<file path="config.mk">
export PLATFORM = sky130hd
export DESIGN_NAME = reset_source_controller
export DESIGN_NICKNAME = d
export VERILOG_FILES = /design/src/rsc_pkg.sv /design/src/reset_hold_timer.sv /design/src/reset_source_controller.sv /design/src/sync2.sv
export SDC_FILE = /design/constraint.sdc
export NUM_CORES = 1
export LEC_CHECK = 0
export ABC_CLOCK_PERIOD_IN_PS = 2700
export BUFFER_PORTS_ARGS = -buffer_cell sky130_fd_sc_hd__buf_2
export CAP_MARGIN = 30
export CORE_MARGIN = 4
export CORE_UTILIZATION = 46
export CTS_CLUSTER_DIAMETER = 200
export CTS_CLUSTER_SIZE = 28
export DETAILED_ROUTE_END_ITERATION = 10
export PLACE_DENSITY = 0.86
export SETUP_SLACK_MARGIN = 0.02
export SYNTH_ARGS = -nofsm -noshare
export SYNTH_HDL_FRONTEND = slang
export SYNTH_SLANG_ARGS = --single-unit
export TNS_END_PERCENT = 10
</file>
<file path="constraint.sdc">
create_clock -name pclk -period 2.7 [get_ports pclk]
set_input_delay 0.54 -clock pclk [delete_from_list [all_inputs] [get_ports pclk]]
set_output_delay 0.54 -clock pclk [all_outputs]
set_load 0.01 [all_outputs]
</file>
<file path="src/rsc_pkg.sv">
// constants, register map and state type of the reset source controller
package rsc_pkg;

  // register byte addresses
  localparam logic [31:0] ADDR_REMAP = 32'hffff0220;
  localparam logic [31:0] ADDR_CAUSE_STATUS = 32'hffff0230;
  localparam logic [31:0] ADDR_CAUSE_CLEAR = 32'hffff0234;
  localparam logic [31:0] ADDR_IRQ_STATUS = 32'hffff0238;
  localparam logic [31:0] ADDR_IRQ_MASK = 32'hffff023c;
  localparam logic [31:0] ADDR_RESET_STATE = 32'hffff0240;

  // reset cause bit positions
  localparam int CAUSE_POR = 0;
  localparam int CAUSE_WDT = 1;
  localparam int CAUSE_SW = 2;
  localparam int CAUSE_EXT = 3;
  localparam int CAUSE_W = 4;
  localparam int STATUS_W = 8;
  localparam logic [3:0] CAUSE_AFTER_POR = 4'h1;

  // remap and reset state fields
  localparam int REMAP_BIT = 0;
  localparam int STATE_RAM_VALID = 0;
  localparam int STATE_KERNEL = 1;
  localparam int STATE_LIN_DL = 2;

  // memory map
  localparam logic [31:0] RESET_VECTOR = 32'h00000000;
  localparam logic [31:0] FLASH_PHYS_BASE = 32'h00080000;
  localparam logic [31:0] SRAM_PHYS_BASE = 32'h00040000;

  // timing
  localparam int CLK_HZ = 20_000_000;
  localparam int RESET_HOLD_NS = 500;
  localparam int RESET_HOLD_CYCLES = (RESET_HOLD_NS * (CLK_HZ / 1_000_000) + 999) / 1000;

  typedef enum logic [1:0] {
    SEQ_HOLD,
    SEQ_KERNEL,
    SEQ_JUMP,
    SEQ_RUN
  } seq_state_e;

endpackage

</file>
<file path="src/reset_hold_timer.sv">
// counts the minimum width of the system reset pulse
`timescale 1ns/1ns
module reset_hold_timer #(
  parameter int CYCLES = 10
) (
  // clock and reset
  input wire logic pclk,
  input wire logic presetn,
  // control
  input wire logic restart,
  output logic busy
);
  localparam int CW = $clog2(CYCLES + 1);
  localparam logic [CW-1:0] LOAD = CW'(CYCLES);

  logic [CW-1:0] count_q;

  // power-up counts as a restart
  always_ff @(posedge pclk or negedge presetn) begin
    if (!presetn) begin
      count_q <= LOAD;
    end else if (restart) begin
      count_q <= LOAD;
    end else if (count_q != '0) begin
      count_q <= count_q - CW'(1);
    end
  end

  assign busy = (count_q != '0);
endmodule

</file>
<file path="src/reset_source_controller.sv">
// reset source controller: cause register, reset sequence, apb slave
//
// Implementation choice: the APB slave port.
`timescale 1ns/1ns
module reset_source_controller (
  // clock and reset
  input wire logic pclk,
  input wire logic presetn,
  // apb slave
  input wire logic [31:0] paddr,
  input wire logic psel,
  input wire logic penable,
  input wire logic pwrite,
  input wire logic [31:0] pwdata,
  output logic [31:0] prdata,
  output logic pready,
  output logic pslverr,
  // reset sources
  input wire logic ext_reset_n,
  input wire logic supply_fail,
  input wire logic wdt_timeout,
  // ram validity inputs
  input wire logic lin_download_done,
  input wire logic lv_flag_enable,
  input wire logic low_voltage_flag,
  // boot kernel handshake
  input wire logic kernel_done,
  // reset outputs
  output logic sys_reset_n_q,
  output logic wdt_reset_n_q,
  // boot and memory map
  output logic kernel_run_q,
  output logic vector_jump_q,
  output logic [31:0] vector_addr_q,
  output logic memory_remap_control_q,
  output logic [31:0] boot_map_q,
  output logic ram_valid_q,
  // interrupt
  output logic irq_q
);

  logic [1:0] pin_sync;
  logic por_req;
  logic ext_req;
  logic wdt_req;
  logic sw_req;
  logic any_req;
  logic wr_en;
  logic wr_status;
  logic wr_clear;
  logic wr_remap;
  logic wr_irq_status;
  logic wr_irq_mask;
  logic [rsc_pkg::CAUSE_W-1:0] new_cause;
  logic [rsc_pkg::CAUSE_W-1:0] clr_mask;
  logic [rsc_pkg::CAUSE_W-1:0] cause_q;
  logic [rsc_pkg::CAUSE_W-1:0] seq_cause_q;
  logic [rsc_pkg::CAUSE_W-1:0] irq_status_q;
  logic [rsc_pkg::CAUSE_W-1:0] irq_mask_q;
  logic seq_por_q;
  logic seq_por_d;
  logic lin_dl_q;
  logic hold_busy;
  logic leave_hold;
  logic [31:0] prdata_q;
  logic pready_q;
  logic pslverr_q;
  rsc_pkg::seq_state_e state_q;
  rsc_pkg::seq_state_e state_d;

  function automatic logic is_mapped(input logic [31:0] a);
    is_mapped = (a == rsc_pkg::ADDR_REMAP) || (a == rsc_pkg::ADDR_CAUSE_STATUS) ||
                (a == rsc_pkg::ADDR_CAUSE_CLEAR) || (a == rsc_pkg::ADDR_IRQ_STATUS) ||
                (a == rsc_pkg::ADDR_IRQ_MASK) || (a == rsc_pkg::ADDR_RESET_STATE);
  endfunction

  function automatic logic [31:0] pad_cause(input logic [rsc_pkg::CAUSE_W-1:0] v);
    pad_cause = {{(32 - rsc_pkg::CAUSE_W){1'b0}}, v};
  endfunction

  // pins cross into the pclk domain
  sync2 #(
    .WIDTH(2),
    .RST_VAL(2'h1)
  ) u_pin_sync (
    .pclk(pclk),
    .presetn(presetn),
    .d({supply_fail, ext_reset_n}),
    .q(pin_sync)
  );

  // apb write decode
  assign wr_en = psel && penable && pwrite && pready_q && !pslverr_q;
  assign wr_status = wr_en && (paddr == rsc_pkg::ADDR_CAUSE_STATUS);
  assign wr_clear = wr_en && (paddr == rsc_pkg::ADDR_CAUSE_CLEAR);
  assign wr_remap = wr_en && (paddr == rsc_pkg::ADDR_REMAP);
  assign wr_irq_status = wr_en && (paddr == rsc_pkg::ADDR_IRQ_STATUS);
  assign wr_irq_mask = wr_en && (paddr == rsc_pkg::ADDR_IRQ_MASK);

  assign por_req = pin_sync[1];
  assign ext_req = !pin_sync[0];
  assign wdt_req = wdt_timeout;
  // clear write that spares bit 2 retriggers
  assign sw_req = (wr_status && pwdata[rsc_pkg::CAUSE_SW]) ||
                  (wr_clear && cause_q[rsc_pkg::CAUSE_SW] && !pwdata[rsc_pkg::CAUSE_SW]);
  assign any_req = por_req || ext_req || wdt_req || sw_req;

  always_comb begin
    new_cause = '0;
    new_cause[rsc_pkg::CAUSE_POR] = por_req;
    new_cause[rsc_pkg::CAUSE_WDT] = wdt_req;
    new_cause[rsc_pkg::CAUSE_SW] = sw_req;
    new_cause[rsc_pkg::CAUSE_EXT] = ext_req;
  end

  assign clr_mask = wr_clear ? pwdata[rsc_pkg::CAUSE_W-1:0] : '0;

  // only power-up initialises the cause register
  always_ff @(posedge pclk or negedge presetn) begin
    if (!presetn) begin
      cause_q <= rsc_pkg::CAUSE_AFTER_POR;
    end else begin
      cause_q <= (cause_q & ~clr_mask) | new_cause;
    end
  end

  // reset sequence
  reset_hold_timer #(
    .CYCLES(rsc_pkg::RESET_HOLD_CYCLES)
  ) u_hold (
    .pclk(pclk),
    .presetn(presetn),
    .restart(any_req),
    .busy(hold_busy)
  );

  assign leave_hold = (state_q == rsc_pkg::SEQ_HOLD) && !hold_busy && !any_req;

  always_comb begin
    state_d = state_q;
    if (any_req) begin
      state_d = rsc_pkg::SEQ_HOLD;
    end else begin
      case (state_q)
        rsc_pkg::SEQ_HOLD: begin
          if (leave_hold) begin
            state_d = rsc_pkg::SEQ_KERNEL;
          end
        end
        // kernel routine precedes the vector jump
        rsc_pkg::SEQ_KERNEL: begin
          if (kernel_done) begin
            state_d = rsc_pkg::SEQ_JUMP;
          end
        end
        rsc_pkg::SEQ_JUMP: begin
          state_d = rsc_pkg::SEQ_RUN;
        end
        rsc_pkg::SEQ_RUN: begin
          state_d = rsc_pkg::SEQ_RUN;
        end
        default: begin
          state_d = rsc_pkg::SEQ_HOLD;
        end
      endcase
    end
  end

  // power-on kind is remembered through the hold phase, then follows por_req again
  assign seq_por_d = (state_q == rsc_pkg::SEQ_HOLD) ? (seq_por_q || por_req) : por_req;

  always_ff @(posedge pclk or negedge presetn) begin
    if (!presetn) begin
      state_q <= rsc_pkg::SEQ_HOLD;
      seq_por_q <= 1'b1;
      seq_cause_q <= rsc_pkg::CAUSE_AFTER_POR;
    end else begin
      state_q <= state_d;
      seq_por_q <= seq_por_d;
      if (any_req) begin
        seq_cause_q <= ((state_q == rsc_pkg::SEQ_HOLD) ? seq_cause_q : '0) | new_cause;
      end
    end
  end

  // one system reset for pins, kernel, registers, hv and peripherals
  // watchdog reset only for power-on sequences
  always_ff @(posedge pclk or negedge presetn) begin
    if (!presetn) begin
      sys_reset_n_q <= 1'b0;
      wdt_reset_n_q <= 1'b0;
    end else begin
      sys_reset_n_q <= (state_d != rsc_pkg::SEQ_HOLD);
      wdt_reset_n_q <= !((state_d == rsc_pkg::SEQ_HOLD) && seq_por_d);
    end
  end

  // kernel run, then one-cycle jump to the reset vector
  always_ff @(posedge pclk or negedge presetn) begin
    if (!presetn) begin
      kernel_run_q <= 1'b0;
      vector_jump_q <= 1'b0;
      vector_addr_q <= rsc_pkg::RESET_VECTOR;
    end else begin
      kernel_run_q <= (state_d == rsc_pkg::SEQ_KERNEL);
      vector_jump_q <= (state_d == rsc_pkg::SEQ_JUMP);
      vector_addr_q <= rsc_pkg::RESET_VECTOR;
    end
  end

  // lin download marker survives the system reset it precedes
  always_ff @(posedge pclk or negedge presetn) begin
    if (!presetn) begin
      lin_dl_q <= 1'b0;
    end else if (lin_download_done) begin
      lin_dl_q <= 1'b1;
    end else if (leave_hold) begin
      lin_dl_q <= 1'b0;
    end
  end

  // power-on keeps ram only with the flag enabled and set
  always_ff @(posedge pclk or negedge presetn) begin
    if (!presetn) begin
      ram_valid_q <= 1'b0;
    end else if (leave_hold) begin
      ram_valid_q <= !lin_dl_q && (!seq_por_q || (lv_flag_enable && low_voltage_flag));
    end
  end

  // remap bit cleared by any reset
  always_ff @(posedge pclk or negedge presetn) begin
    if (!presetn) begin
      memory_remap_control_q <= 1'b0;
    end else if (state_q == rsc_pkg::SEQ_HOLD) begin
      memory_remap_control_q <= 1'b0;
    end else if (wr_remap) begin
      memory_remap_control_q <= pwdata[rsc_pkg::REMAP_BIT];
    end
  end

  // program memory aliased at zero unless remapped
  always_ff @(posedge pclk or negedge presetn) begin
    if (!presetn) begin
      boot_map_q <= rsc_pkg::FLASH_PHYS_BASE;
    end else begin
      boot_map_q <= memory_remap_control_q ? rsc_pkg::SRAM_PHYS_BASE : rsc_pkg::FLASH_PHYS_BASE;
    end
  end

  // interrupt status: set on each completed reset, write one to clear
  always_ff @(posedge pclk or negedge presetn) begin
    if (!presetn) begin
      irq_status_q <= '0;
      irq_mask_q <= '0;
      irq_q <= 1'b0;
    end else if (state_q == rsc_pkg::SEQ_HOLD) begin
      irq_status_q <= '0;
      irq_mask_q <= '0;
      irq_q <= 1'b0;
    end else begin
      irq_status_q <= (irq_status_q & ~(wr_irq_status ? pwdata[rsc_pkg::CAUSE_W-1:0] : '0)) |
                      ((state_q == rsc_pkg::SEQ_JUMP) ? seq_cause_q : '0);
      if (wr_irq_mask) begin
        irq_mask_q <= pwdata[rsc_pkg::CAUSE_W-1:0];
      end
      irq_q <= |(irq_status_q & irq_mask_q);
    end
  end

  // apb read data and error are taken in the setup cycle
  always_ff @(posedge pclk or negedge presetn) begin
    if (!presetn) begin
      prdata_q <= '0;
      pslverr_q <= 1'b0;
      pready_q <= 1'b0;
    end else begin
      pready_q <= 1'b1;
      if (psel && !penable) begin
        pslverr_q <= !is_mapped(paddr);
        prdata_q <= '0;
        case (paddr)
          rsc_pkg::ADDR_CAUSE_STATUS: prdata_q <= pad_cause(cause_q);
          rsc_pkg::ADDR_REMAP: prdata_q <= {31'h0, memory_remap_control_q};
          rsc_pkg::ADDR_IRQ_STATUS: prdata_q <= pad_cause(irq_status_q);
          rsc_pkg::ADDR_IRQ_MASK: prdata_q <= pad_cause(irq_mask_q);
          rsc_pkg::ADDR_RESET_STATE: begin
            prdata_q[rsc_pkg::STATE_RAM_VALID] <= ram_valid_q;
            prdata_q[rsc_pkg::STATE_KERNEL] <= kernel_run_q;
            prdata_q[rsc_pkg::STATE_LIN_DL] <= lin_dl_q;
          end
          default: prdata_q <= '0;
        endcase
      end else if (!psel) begin
        pslverr_q <= 1'b0;
      end
    end
  end

  assign prdata = prdata_q;
  assign pready = pready_q;
  assign pslverr = pslverr_q;
endmodule

</file>
<file path="src/sync2.sv">
// two flip-flop synchroniser for asynchronous pins
`timescale 1ns/1ns
module sync2 #(
  parameter int WIDTH = 1,
  parameter logic [WIDTH-1:0] RST_VAL = '0
) (
  // clock and reset
  input wire logic pclk,
  input wire logic presetn,
  // pins and synchronised copy
  input wire logic [WIDTH-1:0] d,
  output logic [WIDTH-1:0] q
);
  logic [WIDTH-1:0] meta_q;

  always_ff @(posedge pclk or negedge presetn) begin
    if (!presetn) begin
      meta_q <= RST_VAL;
      q <= RST_VAL;
    end else begin
      meta_q <= d;
      q <= meta_q;
    end
  end
endmodule

</file>
Yosys cells after proc, flatten, opt, wreduce, memory -nomap -nowiden:

Cells that the tools add are included.

* output and inout port bits: 105
* bits of input ports: 76
* flip-flop bits (word level): 89

* reduce and logical (&&, ||, !) cells: 49
* multiplexer cells: 24
* equal/unequal tests: 12
* $add $sub $neg: 1
* bitwise operators: 8

Operators by type and width (count)
* 32-bit equality test, second input constant: 6
* 4-bit 2-to-1 mux: 9
* 20-bit 2-to-1 mux: 1
* 1-bit logical AND: 18
* 3-bit case mux with 5 select lines: 1
* 4-bit bitwise AND: 3
* 4-bit OR: 3
* 1-bit logical OR: 11
* 1-bit logical NOT: 10
* 2-bit nonzero test: 5
* 1-bit 2-to-1 mux: 8
* 4-bit NOT: 2
* 2-bit equality test, second input constant: 3
* 2-bit 2-to-1 mux: 3
* 2-bit case mux with 3 select lines: 1
* 2-bit by 1-bit equality test with 1-bit output, second input constant: 2
* 2-bit logical NOT: 2
* 4-bit nonzero test: 1
* 4-bit OR reduction: 1
* 4-bit by 1-bit subtractor with 4-bit output, second input constant: 1
* 1-bit case mux with 3 select lines: 1
* 2-bit by 1-bit inequality test with 1-bit output, second input constant: 1
* 2-bit OR reduction: 1

Longest topological paths before layout:

* depth in word-level cells: 17
* mapped depth: 7
* depth with buffers taken out: 6

Modules after synthesis:

Synthesis repeated with hierarchy kept, for this count alone.

* cell total of the unflattened synthesis: 297
* area total of the unflattened synthesis: 2827.7 µm²

By module, submodules not included
* reset_source_controller: cells an instance 270, instances 1, area each 2492.4 µm², seq. area each 880.8 µm²
* reset_hold_timer: cells an instance 23, instances 1, area each 232.7 µm², seq. area each 102.6 µm²
* sync2: cells an instance 4, instances 1, area each 102.6 µm², seq. area each 102.6 µm²

Worst setup path after synthesis:

Ideal clock, no wire load.

* kind: input to register
* start point: input port paddr[8]
* end point: register irq_mask_q[0] (netlist name)
* library setup time: 0.123 ns
* stages: 6
* arrival time: 2.039 ns
* setup slack: 0.539 ns
* cell sequence: or4b_4 nor4_4 nand2_2 or3_1 buf_6 mux2i_1

* longest elaborated chain between the ends: 3

RTL lines
* from (decl): line reset_source_controller.sv:10 `input wire logic [31:0] paddr,`
* 32-bit equality test: line reset_source_controller.sv:98 `assign wr_irq_mask = wr_en && (paddr == rsc_pkg::ADDR_IRQ_MASK);`
* 1-bit logical AND: line reset_source_controller.sv:98
* 2-bit nonzero test (no source line)
* to (signal assigned): line reset_source_controller.sv:265 `irq_mask_q <= pwdata[rsc_pkg::CAUSE_W-1:0];`
* to (decl): line reset_source_controller.sv:59 `logic [rsc_pkg::CAUSE_W-1:0] irq_mask_q;`

No other way between the ends.
A chain may end at the register's enable or synchronous reset.

Final worst setup path:

* start point: input port paddr[8]
* end point: register memory_remap_control_q

* longest elaborated chain between the ends: 3

RTL lines
* 32-bit equality test: line reset_source_controller.sv:96 `assign wr_remap = wr_en && (paddr == rsc_pkg::ADDR_REMAP);`
* 1-bit logical AND: line reset_source_controller.sv:96
* 2-bit nonzero test (no source line)
* to (signal assigned): line reset_source_controller.sv:238 `memory_remap_control_q <= pwdata[rsc_pkg::REMAP_BIT];`
* to (decl): line reset_source_controller.sv:35 `output logic memory_remap_control_q,`

No other way between the ends.

==> results.yml <==
clock_tree:
  path_clk_slew_ns: 0.08
  insertion_delay_ns: 0.30
  cts_buffers: 5
  clk_path_buf_depth: 2
  cts_sinks: 43
  ctsHtreeMaxLevel: 2
  cts_tree: "done"
  cts_resized: 0
  hold_buffers: 0
  cts_root_buf: "clkbuf_8"
  cts_setup_buffers: 0
critical_path:
  worstSetupPathType: "primary input to flip-flop"
  start_kind: "primary input"
  cp-end-kind: "flip-flop"
  rr_worst_depth: 6
  critPathMaxFanout: 4
  arrival_ns: 2.30
  crit_required_ns: 2.93
floorplan:
  die_h_um: 85.6
  die_x_um: 85.6
  dieArea_mm2: 0.00732
  placementRows: 27
  pin_count: 181
  coreArea_mm2: 0.00568
  initial_utilization_pct: 48.8
route:
  viasPerCell: 4.62
  routed_wl_um: 5530
  first_iter_violations: 137
  dr_total_vias: 2003
  routedWlPerCell_um: 12.7
  antenna_left: 0
  drc_errors: 0
  first_pass_iters: 4
synth:
  synth_flop_cell: "dfrtp_1"
  synthArstFlopShare_pct: 100
  ys_types: 48
  syn_area_mm2: 0.00277
  synthCells: 298
  ys_warn_count: 0
  synth_edf_count: 0
  ys_seq_area_share_pct: 39.2
  synth_area_per_cell_um2: 9.29
  ys_ff_latch: 43
placement:
  dpl.hpwl_um: 4530
  dp.cells: 425
  place_area_mm2: 0.00279
  io_buffers: 62
  place_ws_ns: 0.309
  place.gp.congestion: 0.821
power:
  swShare_pct: 27.3
  p_switching_uw: 330
  clkPwrFrac_pct: 32.7
  pwr-share-comb_pct: 13.0
  p_seq_share_pct: 54.3
  power_density_mw_per_mm2: 418
  p_leak_uw: 0.00154
  p_int_uw: 878
  ir_worst_vdd_uv: 190
  finalPower_uw: 1210
global_route:
  grt_start_max_net_pins: 44
  overflow: 0
  grt_use_total_pct: 14.5
  antenna_found_initial: 0
  grt_pass1_wl_um: 8390
  grt_pass1_vias: 1886
timing:
  setup_tns_ns: 0
  setup_viol: 0
  fin_ws_ns: 0.629
  rsz0062_at_grt: "false"
  hold_viol_final: 0
  max_clock_freq_mhz: 483
  slew_viol_final: 0
  period_minus_slack_ns: 2.07
  skew_ns: 0.00382
  finalCritPeriodShare_pct: 76.7
outcome:
  status: "finished, final reports clean"
finish:
  layout_commonest_cell: "conb_1"
  final_area_mm2: 0.00289
  diodes: 0
  nNetsFinal: 438
  drive_gt1_share_pct: 25.4
  seq_area_mm2: 0.00109
  fill_cells: 559
  fin_cells: 434
  multi_input_area_mm2: 0.00124
  layout_common_cells: "conb_1, buf_2, dfrtp_1, nand2_1, nor2_1"
  syn_to_final_growth_pct: 4.43
flow_run:
  maxCapViolCount: 0
worst_hold_path:
  hp-class: "primary input to async pin"
[path summary, 6_finish.rpt]
| check | startpoint | endpoint | slack (ns) |
|---|---|---|---|
| setup / recovery | paddr[8] | memory_remap_control_q | 0.63 |
| hold / removal | presetn | boot_map_q[18] | 0.02 |
| setup reg to reg | u_hold.count_q[0] | ram_valid_q | 0.86 |
| hold reg to reg | u_pin_sync.meta_q[1] | u_pin_sync.q[1] | 0.36 |
| max in group asynchronous | presetn | u_pin_sync.q[0] | 2.22 |
| min in group pclk | ext_reset_n | u_pin_sync.meta_q[0] | 0.34 |
[routing by layer]
metal  vias up  wire, um  global-route usage (%)
met1       941      2060                    17.4
met3        14       518                    3.07
met5         -         0                       0
li1        950         -                       -
met2        98      2820                    24.4
met4         0       121                    7.19
[layout make-up]
class	count	share of cell area [%]
Inverter	12	1.56
Tap cell	72	3.12
Timing Repair Buffer	65	11.9
Multi-Input combinational cell	234	42.9
Clock buffer	6	2.51
Clock inverter	2	0.433
Sequential cell	43	37.6
[power by group through the flow]
stage / Clock, uW / Combinational [uW] / Sequential [uW]
after floorplan: 0 / 188 / 668
after global placement: 0 / 147 / 668
after detailed placement: 0 / 150 / 668
after CTS: 407 / 151 / 656
after global routing: 434 / 176 / 657
final: 395 / 157 / 656
[cell usage after synthesis, types with 5 or more instances]
cell type  count  area (um2)
buf_4         91         683
dfrtp_1       35         876
nand2_1       26        97.6
nor2_1        18        67.6
inv_1         12        45.0
o21ai_0       12        60.1
a21oi_1       10        50.1
dfstp_2        8         210
mux2i_1        8        80.1
a21o_1         5        37.5
mux2_2         5        56.3
nor2b_1        5        31.3
[worst max-delay path, cell delays in order]
cell and delay, ns:
buf_2 0.10, or4b_4 0.54, nor4_4 0.29, nand3_1 0.20
nor4_1 0.42, mux2i_1 0.22
[flip-flops by register name, indices dropped and copies added (netlist names)]
signal,flops
ram_valid_q,1
cause_q,4
state_q,2
kernel_run_q,1
seq_cause_q,4
lin_dl_q,1
wdt_reset_n_q,1
u_hold.count_q,4
pslverr,1
u_pin_sync.q,2
vector_jump_q,1
memory_remap_control_q,1
seq_por_q,1
irq_mask_q,4
sys_reset_n_q,1
u_pin_sync.meta_q,2
irq_status_q,4
irq_q,1
prdata,4
pready,1
boot_map_q,2
[kinds of logic after synthesis]
family / Yosys count / share of synthesized area [%]
AND/OR/NAND/NOR: 85 / 17.0
AO/OA/AOI/OAI: 43 / 9.72
XOR/XNOR: 1 / 0.316
buffers and inverters: 110 / 28.1
multiplexers: 13 / 4.93
adder cells (fa/ha/maj): 1 / 0.452
other: 2 / 0.271
flip-flops: 43 / 39.2
[through the flow]
| step | hold WS [ns] | utilization (%) |
|---|---|---|
| after floorplan | 0.244 | - |
| after global placement | 0.339 | 49.1 |
| after detailed placement | 0.339 | 49.1 |
| after CTS | 0.335 | 50.6 |
| after global routing | 0.0133 | 50.9 |
| final | 0.0212 | 50.9 |
Note: power is estimated with default switching activity, not from simulation.
